==> src/ssx_pkg.sv <==
// Package for the sub/swap/xor/table execution slice.
// Assumes an 8-bit datapath, 64 file registers and an 11-bit ROM address.
package ssx_pkg;
    // Register byte addresses on the AXI4-Lite slave
    localparam logic [7:0] ADDR_CMD = 8'h00;
    localparam logic [7:0] ADDR_WORK = 8'h04;
    localparam logic [7:0] ADDR_STATUS = 8'h08;
    localparam logic [7:0] ADDR_TPH = 8'h0C;
    localparam logic [7:0] ADDR_TDH = 8'h10;
    localparam logic [7:0] ADDR_TMODE = 8'h14;
    localparam logic [7:0] ADDR_FILE = 8'h80;
    localparam logic [7:0] FILE_SPAN = 8'h80;
    // Command register fields
    localparam int CMD_OP_LSB = 0;
    localparam int CMD_IMM_LSB = 8;
    localparam int CMD_FADDR_LSB = 16;
    localparam int CMD_DIR_BIT = 24;
    // Status register fields
    localparam int ST_C = 0;
    localparam int ST_HC = 1;
    localparam int ST_Z = 2;
    localparam int ST_BUSY = 3;
    // Reset values
    localparam logic [7:0] RST_BYTE = 8'h00;
    // Cycle counts
    localparam logic [1:0] CYC_ONE = 2'h1;
    localparam logic [1:0] CYC_TABLE = 2'h2;
    // AXI responses
    localparam logic [1:0] RESP_OKAY = 2'h0;
    localparam logic [1:0] RESP_SLVERR = 2'h2;
    // Operation codes
    typedef enum logic [3:0] {
        SSX_OP_NONE = 4'h0,
        SSX_OP_IMM_MINUS_WORK_REG = 4'h1,
        SSX_OP_ROM_TABLE_READ = 4'h2,
        SSX_OP_NIBBLE_EXCHANGE = 4'h3,
        SSX_OP_TIMER0_MODE_LOAD = 4'h4,
        SSX_OP_TIMER0_MODE_READBACK = 4'h5,
        SSX_OP_XOR_IMMEDIATE = 4'h6,
        SSX_OP_XOR_FILE_REG = 4'h7
    } ssx_op_t;
    // Execution state
    typedef enum logic [1:0] {
        SSX_ST_IDLE = 2'h0,
        SSX_ST_EXEC = 2'h1,
        SSX_ST_ROM = 2'h3
    } ssx_state_t;
endpackage
==> src/ssx_exec.sv <==
// Execution slice: immediate subtract, nibble exchange, xor, ROM table read, timer-0 mode moves.
// Assumes an AXI4-Lite master on aclk and an asynchronous program ROM whose word is valid in the same cycle as rom_addr.
//
// The AXI4-Lite register port and the placing of the registers were left to the implementer.
`timescale 1ns/1ps
`default_nettype none
module ssx_exec #(
    parameter int ROM_AW = 11
) (
    input wire logic aclk,
    input wire logic aresetn,
    input wire logic [7:0] s_axi_awaddr,
    input wire logic s_axi_awvalid,
    output logic s_axi_awready,
    input wire logic [31:0] s_axi_wdata,
    input wire logic [3:0] s_axi_wstrb,
    input wire logic s_axi_wvalid,
    output logic s_axi_wready,
    output logic [1:0] s_axi_bresp,
    output logic s_axi_bvalid,
    input wire logic s_axi_bready,
    input wire logic [7:0] s_axi_araddr,
    input wire logic s_axi_arvalid,
    output logic s_axi_arready,
    output logic [31:0] s_axi_rdata,
    output logic [1:0] s_axi_rresp,
    output logic s_axi_rvalid,
    input wire logic s_axi_rready,
    output logic [ROM_AW-1:0] rom_addr,
    input wire logic [13:0] rom_data,
    output logic [7:0] timer0_mode
);

    ////////////////////////////////////////////////////////////////////////
    // Decoding used by both write and read paths
    // Nine bits, so the end of the window does not wrap to zero
    function automatic logic is_file(input logic [7:0] a);
        is_file = ({1'b0, a} >= {1'b0, ssx_pkg::ADDR_FILE})
            && ({1'b0, a} < {1'b0, ssx_pkg::ADDR_FILE} + {1'b0, ssx_pkg::FILE_SPAN});
    endfunction

    function automatic logic is_known(input logic [7:0] a);
        is_known = is_file(a) || a == ssx_pkg::ADDR_CMD || a == ssx_pkg::ADDR_WORK
            || a == ssx_pkg::ADDR_STATUS || a == ssx_pkg::ADDR_TPH
            || a == ssx_pkg::ADDR_TDH || a == ssx_pkg::ADDR_TMODE;
    endfunction

    ////////////////////////////////////////////////////////////////////////
    // State
    logic [7:0] file_ff [64];
    logic [7:0] nxt_file [64];
    logic [7:0] work_ff, nxt_work;
    logic [7:0] tph_ff, nxt_tph;
    logic [5:0] tdh_ff, nxt_tdh;
    logic [7:0] tmode_ff, nxt_tmode;
    logic c_ff, nxt_c, hc_ff, nxt_hc, z_ff, nxt_z;
    ssx_pkg::ssx_state_t state_ff, nxt_state;
    ssx_pkg::ssx_op_t op_ff, nxt_op;
    logic [7:0] imm_ff, nxt_imm;
    logic [5:0] faddr_ff, nxt_faddr;
    logic dir_ff, nxt_dir;
    logic [ROM_AW-1:0] rom_addr_ff, nxt_rom_addr;
    logic awready_ff, nxt_awready, wready_ff, nxt_wready, bvalid_ff, nxt_bvalid;
    logic [1:0] bresp_ff, nxt_bresp;
    logic [7:0] awaddr_ff, nxt_awaddr;
    logic [31:0] wdata_ff, nxt_wdata;
    logic [3:0] wstrb_ff, nxt_wstrb;
    logic aw_have_ff, nxt_aw_have, w_have_ff, nxt_w_have;
    logic arready_ff, nxt_arready, rvalid_ff, nxt_rvalid;
    logic [31:0] rdata_ff, nxt_rdata;
    logic [1:0] rresp_ff, nxt_rresp;

    logic do_write;
    logic [8:0] diff;
    logic [4:0] diff_lo;
    logic [7:0] result;

    assign do_write = aw_have_ff && w_have_ff && !bvalid_ff;

    ////////////////////////////////////////////////////////////////////////
    // Arithmetic: result bit 8 set means a borrow happened
    assign diff = {1'b0, imm_ff} - {1'b0, work_ff};
    assign diff_lo = {1'b0, imm_ff[3:0]} - {1'b0, work_ff[3:0]};

    // Result for the file-register and immediate paths
    always_comb begin
        unique case (op_ff)
            ssx_pkg::SSX_OP_NIBBLE_EXCHANGE: result = {file_ff[faddr_ff][3:0], file_ff[faddr_ff][7:4]};
            ssx_pkg::SSX_OP_XOR_FILE_REG: result = work_ff ^ file_ff[faddr_ff];
            ssx_pkg::SSX_OP_XOR_IMMEDIATE: result = work_ff ^ imm_ff;
            default: result = diff[7:0];
        endcase
    end

    ////////////////////////////////////////////////////////////////////////
    // Execution and register writes; a command write while busy is dropped
    always_comb begin
        nxt_file = file_ff;
        nxt_work = work_ff;
        nxt_tph = tph_ff;
        nxt_tdh = tdh_ff;
        nxt_tmode = tmode_ff;
        nxt_c = c_ff;
        nxt_hc = hc_ff;
        nxt_z = z_ff;
        nxt_state = state_ff;
        nxt_op = op_ff;
        nxt_imm = imm_ff;
        nxt_faddr = faddr_ff;
        nxt_dir = dir_ff;
        nxt_rom_addr = rom_addr_ff;
        unique case (state_ff)
            ssx_pkg::SSX_ST_IDLE: begin
                if (do_write && awaddr_ff == ssx_pkg::ADDR_CMD && wstrb_ff == 4'hF) begin
                    nxt_op = ssx_pkg::ssx_op_t'(wdata_ff[ssx_pkg::CMD_OP_LSB +: 4]);
                    nxt_imm = wdata_ff[ssx_pkg::CMD_IMM_LSB +: 8];
                    nxt_faddr = wdata_ff[ssx_pkg::CMD_FADDR_LSB +: 6];
                    nxt_dir = wdata_ff[ssx_pkg::CMD_DIR_BIT];
                    nxt_state = ssx_pkg::SSX_ST_EXEC;
                end else if (do_write && wstrb_ff[0]) begin
                    if (awaddr_ff == ssx_pkg::ADDR_WORK) nxt_work = wdata_ff[7:0];
                    if (awaddr_ff == ssx_pkg::ADDR_TPH) nxt_tph = wdata_ff[7:0];
                    if (awaddr_ff == ssx_pkg::ADDR_TMODE) nxt_tmode = wdata_ff[7:0];
                    if (awaddr_ff == ssx_pkg::ADDR_STATUS) begin
                        nxt_c = wdata_ff[ssx_pkg::ST_C];
                        nxt_hc = wdata_ff[ssx_pkg::ST_HC];
                        nxt_z = wdata_ff[ssx_pkg::ST_Z];
                    end
                    if (is_file(awaddr_ff)) nxt_file[awaddr_ff[7:2] - 6'h20] = wdata_ff[7:0];
                end
            end
            ssx_pkg::SSX_ST_EXEC: begin
                nxt_state = ssx_pkg::SSX_ST_IDLE;
                unique case (op_ff)
                    ssx_pkg::SSX_OP_IMM_MINUS_WORK_REG: begin
                        nxt_work = diff[7:0];
                        nxt_c = diff[8] == 1'b0;
                        nxt_hc = diff_lo[4] == 1'b0;
                        nxt_z = diff[7:0] == 8'h00;
                    end
                    ssx_pkg::SSX_OP_ROM_TABLE_READ: begin
                        nxt_rom_addr = ROM_AW'({tph_ff[2:0], work_ff});
                        nxt_state = ssx_pkg::SSX_ST_ROM;
                    end
                    ssx_pkg::SSX_OP_NIBBLE_EXCHANGE, ssx_pkg::SSX_OP_XOR_FILE_REG: begin
                        if (dir_ff) nxt_file[faddr_ff] = result;
                        else nxt_work = result;
                        if (op_ff == ssx_pkg::SSX_OP_XOR_FILE_REG) nxt_z = result == 8'h00;
                    end
                    ssx_pkg::SSX_OP_XOR_IMMEDIATE: begin
                        nxt_work = result;
                        nxt_z = result == 8'h00;
                    end
                    ssx_pkg::SSX_OP_TIMER0_MODE_LOAD: nxt_tmode = work_ff;
                    ssx_pkg::SSX_OP_TIMER0_MODE_READBACK: nxt_work = tmode_ff;
                    default: nxt_state = ssx_pkg::SSX_ST_IDLE;
                endcase
            end
            ssx_pkg::SSX_ST_ROM: begin
                // Second cycle: ROM word has arrived, no flags touched
                nxt_work = rom_data[7:0];
                nxt_tdh = rom_data[13:8];
                nxt_state = ssx_pkg::SSX_ST_IDLE;
            end
            default: nxt_state = ssx_pkg::SSX_ST_IDLE;
        endcase
    end

    always_ff @(posedge aclk) begin
        if (!aresetn) begin
            for (int i = 0; i < 64; i++) file_ff[i] <= ssx_pkg::RST_BYTE;
            work_ff <= ssx_pkg::RST_BYTE;
            tph_ff <= ssx_pkg::RST_BYTE;
            tdh_ff <= 6'h00;
            tmode_ff <= ssx_pkg::RST_BYTE;
            c_ff <= 1'b0;
            hc_ff <= 1'b0;
            z_ff <= 1'b0;
            state_ff <= ssx_pkg::SSX_ST_IDLE;
            op_ff <= ssx_pkg::SSX_OP_NONE;
            imm_ff <= ssx_pkg::RST_BYTE;
            faddr_ff <= 6'h00;
            dir_ff <= 1'b0;
            rom_addr_ff <= '0;
        end else begin
            file_ff <= nxt_file;
            work_ff <= nxt_work;
            tph_ff <= nxt_tph;
            tdh_ff <= nxt_tdh;
            tmode_ff <= nxt_tmode;
            c_ff <= nxt_c;
            hc_ff <= nxt_hc;
            z_ff <= nxt_z;
            state_ff <= nxt_state;
            op_ff <= nxt_op;
            imm_ff <= nxt_imm;
            faddr_ff <= nxt_faddr;
            dir_ff <= nxt_dir;
            rom_addr_ff <= nxt_rom_addr;
        end
    end

    ////////////////////////////////////////////////////////////////////////
    // AXI write channel: address and data are latched independently
    always_comb begin
        nxt_aw_have = aw_have_ff;
        nxt_w_have = w_have_ff;
        nxt_awaddr = awaddr_ff;
        nxt_wdata = wdata_ff;
        nxt_wstrb = wstrb_ff;
        nxt_bvalid = bvalid_ff;
        nxt_bresp = bresp_ff;
        if (s_axi_awvalid && awready_ff) begin
            nxt_aw_have = 1'b1;
            nxt_awaddr = s_axi_awaddr;
        end
        if (s_axi_wvalid && wready_ff) begin
            nxt_w_have = 1'b1;
            nxt_wdata = s_axi_wdata;
            nxt_wstrb = s_axi_wstrb;
        end
        if (do_write) begin
            nxt_bvalid = 1'b1;
            nxt_bresp = is_known(awaddr_ff) ? ssx_pkg::RESP_OKAY : ssx_pkg::RESP_SLVERR;
            nxt_aw_have = 1'b0;
            nxt_w_have = 1'b0;
        end
        if (bvalid_ff && s_axi_bready) nxt_bvalid = 1'b0;
        // Ready only while nothing is held, so one write at a time
        nxt_awready = !nxt_aw_have && !nxt_bvalid && !awready_ff;
        nxt_wready = !nxt_w_have && !nxt_bvalid && !wready_ff;
        if (awready_ff && !s_axi_awvalid) nxt_awready = 1'b1;
        if (wready_ff && !s_axi_wvalid) nxt_wready = 1'b1;
    end

    always_ff @(posedge aclk) begin
        if (!aresetn) begin
            aw_have_ff <= 1'b0;
            w_have_ff <= 1'b0;
            awaddr_ff <= 8'h00;
            wdata_ff <= 32'h00000000;
            wstrb_ff <= 4'h0;
            bvalid_ff <= 1'b0;
            bresp_ff <= ssx_pkg::RESP_OKAY;
            awready_ff <= 1'b0;
            wready_ff <= 1'b0;
        end else begin
            aw_have_ff <= nxt_aw_have;
            w_have_ff <= nxt_w_have;
            awaddr_ff <= nxt_awaddr;
            wdata_ff <= nxt_wdata;
            wstrb_ff <= nxt_wstrb;
            bvalid_ff <= nxt_bvalid;
            bresp_ff <= nxt_bresp;
            awready_ff <= nxt_awready;
            wready_ff <= nxt_wready;
        end
    end

    ////////////////////////////////////////////////////////////////////////
    // AXI read channel: one-cycle answer after the address is taken
    always_comb begin
        nxt_arready = !rvalid_ff && !arready_ff;
        nxt_rvalid = rvalid_ff;
        nxt_rdata = rdata_ff;
        nxt_rresp = rresp_ff;
        if (s_axi_arvalid && arready_ff) begin
            nxt_arready = 1'b0;
            nxt_rvalid = 1'b1;
            nxt_rresp = is_known(s_axi_araddr) ? ssx_pkg::RESP_OKAY : ssx_pkg::RESP_SLVERR;
            nxt_rdata = 32'h00000000;
            if (is_file(s_axi_araddr)) nxt_rdata[7:0] = file_ff[s_axi_araddr[7:2] - 6'h20];
            unique case (s_axi_araddr)
                ssx_pkg::ADDR_WORK: nxt_rdata[7:0] = work_ff;
                ssx_pkg::ADDR_STATUS: nxt_rdata[3:0] = {state_ff != ssx_pkg::SSX_ST_IDLE, z_ff, hc_ff, c_ff};
                ssx_pkg::ADDR_TPH: nxt_rdata[7:0] = tph_ff;
                ssx_pkg::ADDR_TDH: nxt_rdata[5:0] = tdh_ff;
                ssx_pkg::ADDR_TMODE: nxt_rdata[7:0] = tmode_ff;
                default: nxt_rdata[31:8] = 24'h000000;
            endcase
        end else if (arready_ff) begin
            nxt_arready = 1'b1;
        end
        if (rvalid_ff && s_axi_rready) nxt_rvalid = 1'b0;
    end

    always_ff @(posedge aclk) begin
        if (!aresetn) begin
            arready_ff <= 1'b0;
            rvalid_ff <= 1'b0;
            rdata_ff <= 32'h00000000;
            rresp_ff <= ssx_pkg::RESP_OKAY;
        end else begin
            arready_ff <= nxt_arready;
            rvalid_ff <= nxt_rvalid;
            rdata_ff <= nxt_rdata;
            rresp_ff <= nxt_rresp;
        end
    end

    ////////////////////////////////////////////////////////////////////////
    // Outputs, all straight from flip-flops
    assign s_axi_awready = awready_ff;
    assign s_axi_wready = wready_ff;
    assign s_axi_bvalid = bvalid_ff;
    assign s_axi_bresp = bresp_ff;
    assign s_axi_arready = arready_ff;
    assign s_axi_rvalid = rvalid_ff;
    assign s_axi_rdata = rdata_ff;
    assign s_axi_rresp = rresp_ff;
    assign rom_addr = rom_addr_ff;
    assign timer0_mode = tmode_ff;

endmodule // ssx_exec
`default_nettype wire

==> config.mk <==
export PLATFORM = sky130hd
export DESIGN_NAME = ssx_exec
export DESIGN_NICKNAME = d
export VERILOG_FILES = /design/src/ssx_pkg.sv /design/src/ssx_exec.sv
export SDC_FILE = /design/constraint.sdc
export NUM_CORES = 2
export LEC_CHECK = 0
export ABC_CLOCK_PERIOD_IN_PS = 8180
export BUFFER_PORTS_ARGS = -buffer_cell sky130_fd_sc_hd__buf_2
export CELL_PAD_IN_SITES_DETAIL_PLACEMENT = 1
export CELL_PAD_IN_SITES_GLOBAL_PLACEMENT = 1
export CORE_ASPECT_RATIO = 1.5
export CORE_MARGIN = 2
export CORE_UTILIZATION = 30
export DETAILED_ROUTE_END_ITERATION = 7
export PLACE_DENSITY_LB_ADDON = 0.1
export SETUP_SLACK_MARGIN = 0.4
export SYNTH_ARGS = -nofsm -noshare
export SYNTH_HDL_FRONTEND = slang
export SYNTH_SLANG_ARGS = --single-unit
==> constraint.sdc <==
create_clock -name aclk -period 8.18 [get_ports aclk]
set_clock_uncertainty 0.15 [all_clocks]
set_input_delay 1.227 -clock aclk [delete_from_list [all_inputs] [get_ports aclk]]
set_output_delay 1.227 -clock aclk [all_outputs]
set_load 0.01 [all_outputs]
==> out/metrics.cfg <==
[route]
wl_mm=172
wire_per_inst_um=32.3
viasPerCell=6.10
dr.pass1.iters=5
wl_met1_mm=70.0
drcViolationCount=0
wl_met2_mm=83.5
ant_nets=0
topRoutingLayerUsed=met5
met3_length_mm=8.08
vias=32400
drtIter0Drc=2563

[clock_tree]
clk_pin_slew_ns=0.06
cts-root-buf=clkbuf_16
cts_resized=0
hold_buffers=0
insertion_delay_ns=0.68
clock_sinks=629
clockBufferDepth=3
cts_setup_buffers=0
cts_tree=done
cts.htree.levels=3
numCtsBuffers=76

[global_route]
grt_pass1_vias=33100
gr-total-overflow=0
grt_pass1_wl_mm=246
grt_max_degree=250
grt_antenna_before_repair=5
grt_usage_pct=28.8

[worst_setup_path]
required_ns=8.59
cp-start-kind=flop
arrival_ns=6.04
ff2ff_path_depth=12
worstSetupPathType=reg2reg
worstPathMaxFanout=49
cp-end-kind=flop

[synthesis]
synth_ff_type=dfxtp_1
synthCells=3923
yosysSeqAreaShare_pct=36.8
synthesis.area_um2=34200
async_flop_share_pct=0
avgSynthCellArea_um2=8.71
yosys_warnings=0
ys_types=80
ys_ff_latch=629
synth_edf_count=0

[sta]
layout_setup_ws_ns=2.56
hold_viol_final=0
slew_headroom_pct=14.7
fmax_ghz=0.178
slew_violations=0
worst_pin_slew_ns=1.28
tns_ns=0
period_share_pct=68.7
period_needed_ns=5.62
rsz0062_at_grt=false
finalSetupViolCount=0

[power_and_ir_drop]
p_leak_nw=12.9
power.internal_mw=5.16
p_clk_share_pct=50.9
power_frac_comb_pct=3.9
p_sw_mw=1.69
seq_power_share_pct=45.2
switching_share_pct=24.7
power_density_nw_per_um2=180
ir_worst_vdd_mv=0.128

[floorplan]
num_rows=151
start_util_pct=30.3
die_area_um2=117000
die_w_um=280
die_height_um=417
core_area_um2=113000
num_io_pins=133

[place]
io_buffers=97
place_ws_ns=2.61
dpl.hpwl_mm=111
gp_congestion=0.883

[final_layout]
nets=3893
syn2layout_area_growth_pct=11.2
drive_gt1_share_pct=13.3
fill_cells=13100

[job]
maxCapViolations=0

[hold_path]
hold_class=reg2reg
hold_path_depth=2

[status]
status=complete, no violations

synth_stat cells, types with 6 or more instances:
library cell  number  share of area [%]
a211oi_1          10               0.22
a21boi_0         176                3.9
a21boi_1          28               0.61
a21oi_1           58               0.85
a221o_1            8               0.23
a221oi_1         233                6.0
a221oi_2          22               0.97
a22oi_1           39               0.86
a31oi_1           63                1.2
a32oi_1           97                2.5
and2_1            14               0.26
buf_1             23               0.25
buf_2             62               0.91
buf_4             45               0.99
buf_6             20               0.66
clkbuf_1         236                2.6
dfxtp_1          629                 37
ha_1              11               0.40
inv_1             26               0.29
mux2_2            43                1.4
mux2i_1          128                3.7
mux4_2           113                7.4
nand2_1          433                4.8
nand2b_1          12               0.22
nand3_1          193                2.8
nand3b_1          30               0.66
nand4_1            6               0.11
nor2_1           380                4.2
nor2b_1          164                3.0
nor3_1            44               0.64
nor3b_1            6               0.13
o211a_1           19               0.56
o211ai_1          13               0.29
o21a_1            31               0.68
o21ai_0          293                4.3
o21ai_1           55               0.81
o22a_1             8               0.20
o22ai_1           25               0.46
o2bb2ai_1          6               0.15
o31ai_1            7               0.15
or2_2              6               0.11
or3_1             11               0.20
or3b_2             9               0.23
xnor2_1            7               0.18
xor2_1             7               0.18
cell type report:
| type | count | area (um^2) | area share [%] |
|---|---|---|---|
| multi-input cells | 2904 | 19900 | 52.4 |
| flip-flops and latches | 629 | 12600 | 33.2 |
| clock buffers | 113 | 2300 | 6.04 |
| well taps | 1453 | 1820 | 4.78 |
| repair buffers | 169 | 1130 | 2.97 |
| clock inverters | 19 | 155 | 0.408 |
| inverters | 28 | 105 | 0.276 |
| diodes | 1 | 2.50 | 0.00658 |
kinds of logic (layout without fill, tap and decap cells):
logic type / after synthesis / after routing / share of synthesized area, %
other: 1 / 27 / 0.0110
and+or+nand+nor: 1328 / 1328 / 17.9
adders and majority gates: 12 / 12 / 0.461
muxes: 286 / 286 / 12.7
buffers and inverters: 415 / 329 / 5.72
xor gates and xnor gates: 14 / 14 / 0.359
DFF: 629 / 629 / 36.8
AOI/OAI and AO/OA: 1238 / 1238 / 26.1
layout by cell type (no fill, tap or decap), types with 14 or more instances in the layout:
master / n
dfxtp_1: 626
nand2_1: 433
nor2_1: 379
o21ai_0: 293
a221oi_1: 233
nand3_1: 193
a21boi_0: 176
nor2b_1: 152
mux2i_1: 128
mux4_2: 113
a32oi_1: 97
buf_2: 94
clkbuf_16: 81
buf_4: 67
a31oi_1: 62
a21oi_1: 58
o21ai_1: 55
mux2_2: 43
nor3_1: 41
a22oi_1: 39
o21a_1: 31
nand3b_1: 30
a21boi_1: 28
inv_1: 26
conb_1: 26
o22ai_1: 25
a221oi_2: 22
o211a_1: 19
clkbuf_1: 17
clkbuf_8: 15
and2_1: 14
clkinv_2: 14
stage by stage:
stage | instance area [um^2] | total power, mW | std cells | utilization (%) | hold WS [ns]
global route | 38000 | 7.05 | 5316 | 33.6 | 0.323
global placement | 35600 | 3.43 | 5183 | 31.5 | 0.288
CTS | 38000 | 6.93 | 5315 | 33.6 | 0.304
finish | 38000 | 6.85 | 5316 | 33.6 | 0.301
detailed placement | 35600 | 3.43 | 5183 | 31.5 | 0.296
floorplan | 34300 | 3.32 | 3948 | - | 0.277
final timing paths:
kind	slack, ns	to	start
max reg2reg	2.56	file_ff[103]$_SDFFE_PN0P_	faddr_ff[1]$_SDFFE_PN0P_
min reg2reg	0.30	file_ff[70]$_SDFFE_PN0P_	file_ff[70]$_SDFFE_PN0P_
max	2.56	file_ff[103]$_SDFFE_PN0P_	faddr_ff[1]$_SDFFE_PN0P_
min	0.30	file_ff[70]$_SDFFE_PN0P_	file_ff[70]$_SDFFE_PN0P_
critical path, stage by stage, from the launching register on:
cell	delay, ns
dfxtp_4	0.63
buf_4	0.42
buf_4	0.50
mux2_1	0.43
a221oi_2	0.43
o22ai_1	0.14
a22o_1	0.31
nor4_4	0.53
xnor2_1	0.21
a22o_4	0.85
buf_4	0.47
nand3_1	0.12
a21boi_0	0.23
power by group through the flow:
stage	Combinational (mW)	Clock [mW]	Sequential, mW
after global placement	0.265	0	3.16
final	0.267	3.48	3.09
after global routing	0.280	3.67	3.09
after floorplan	0.166	0	3.15
after detailed placement	0.265	0	3.16
after CTS	0.265	3.57	3.09
routing by layer:
layer,global-route usage [%],up-vias
li1,-,14400
met1,35.1,16700
met2,49.3,1049
met3,3.56,343
met4,15.8,4
met5,0,-
state kept, by name, indices dropped and copies added (netlist names), 2 cells and up:
register     cells
file_ff        512
wdata_ff        23
rom_addr        11
awaddr_ff        8
imm_ff           8
s_axi_rdata      8
timer0_mode      8
tph_ff           8
work_ff          8
faddr_ff         6
tdh_ff           6
op_ff            4
wstrb_ff         4
state_ff         2
No activity file was read; power rests on OpenSTA's default activity.
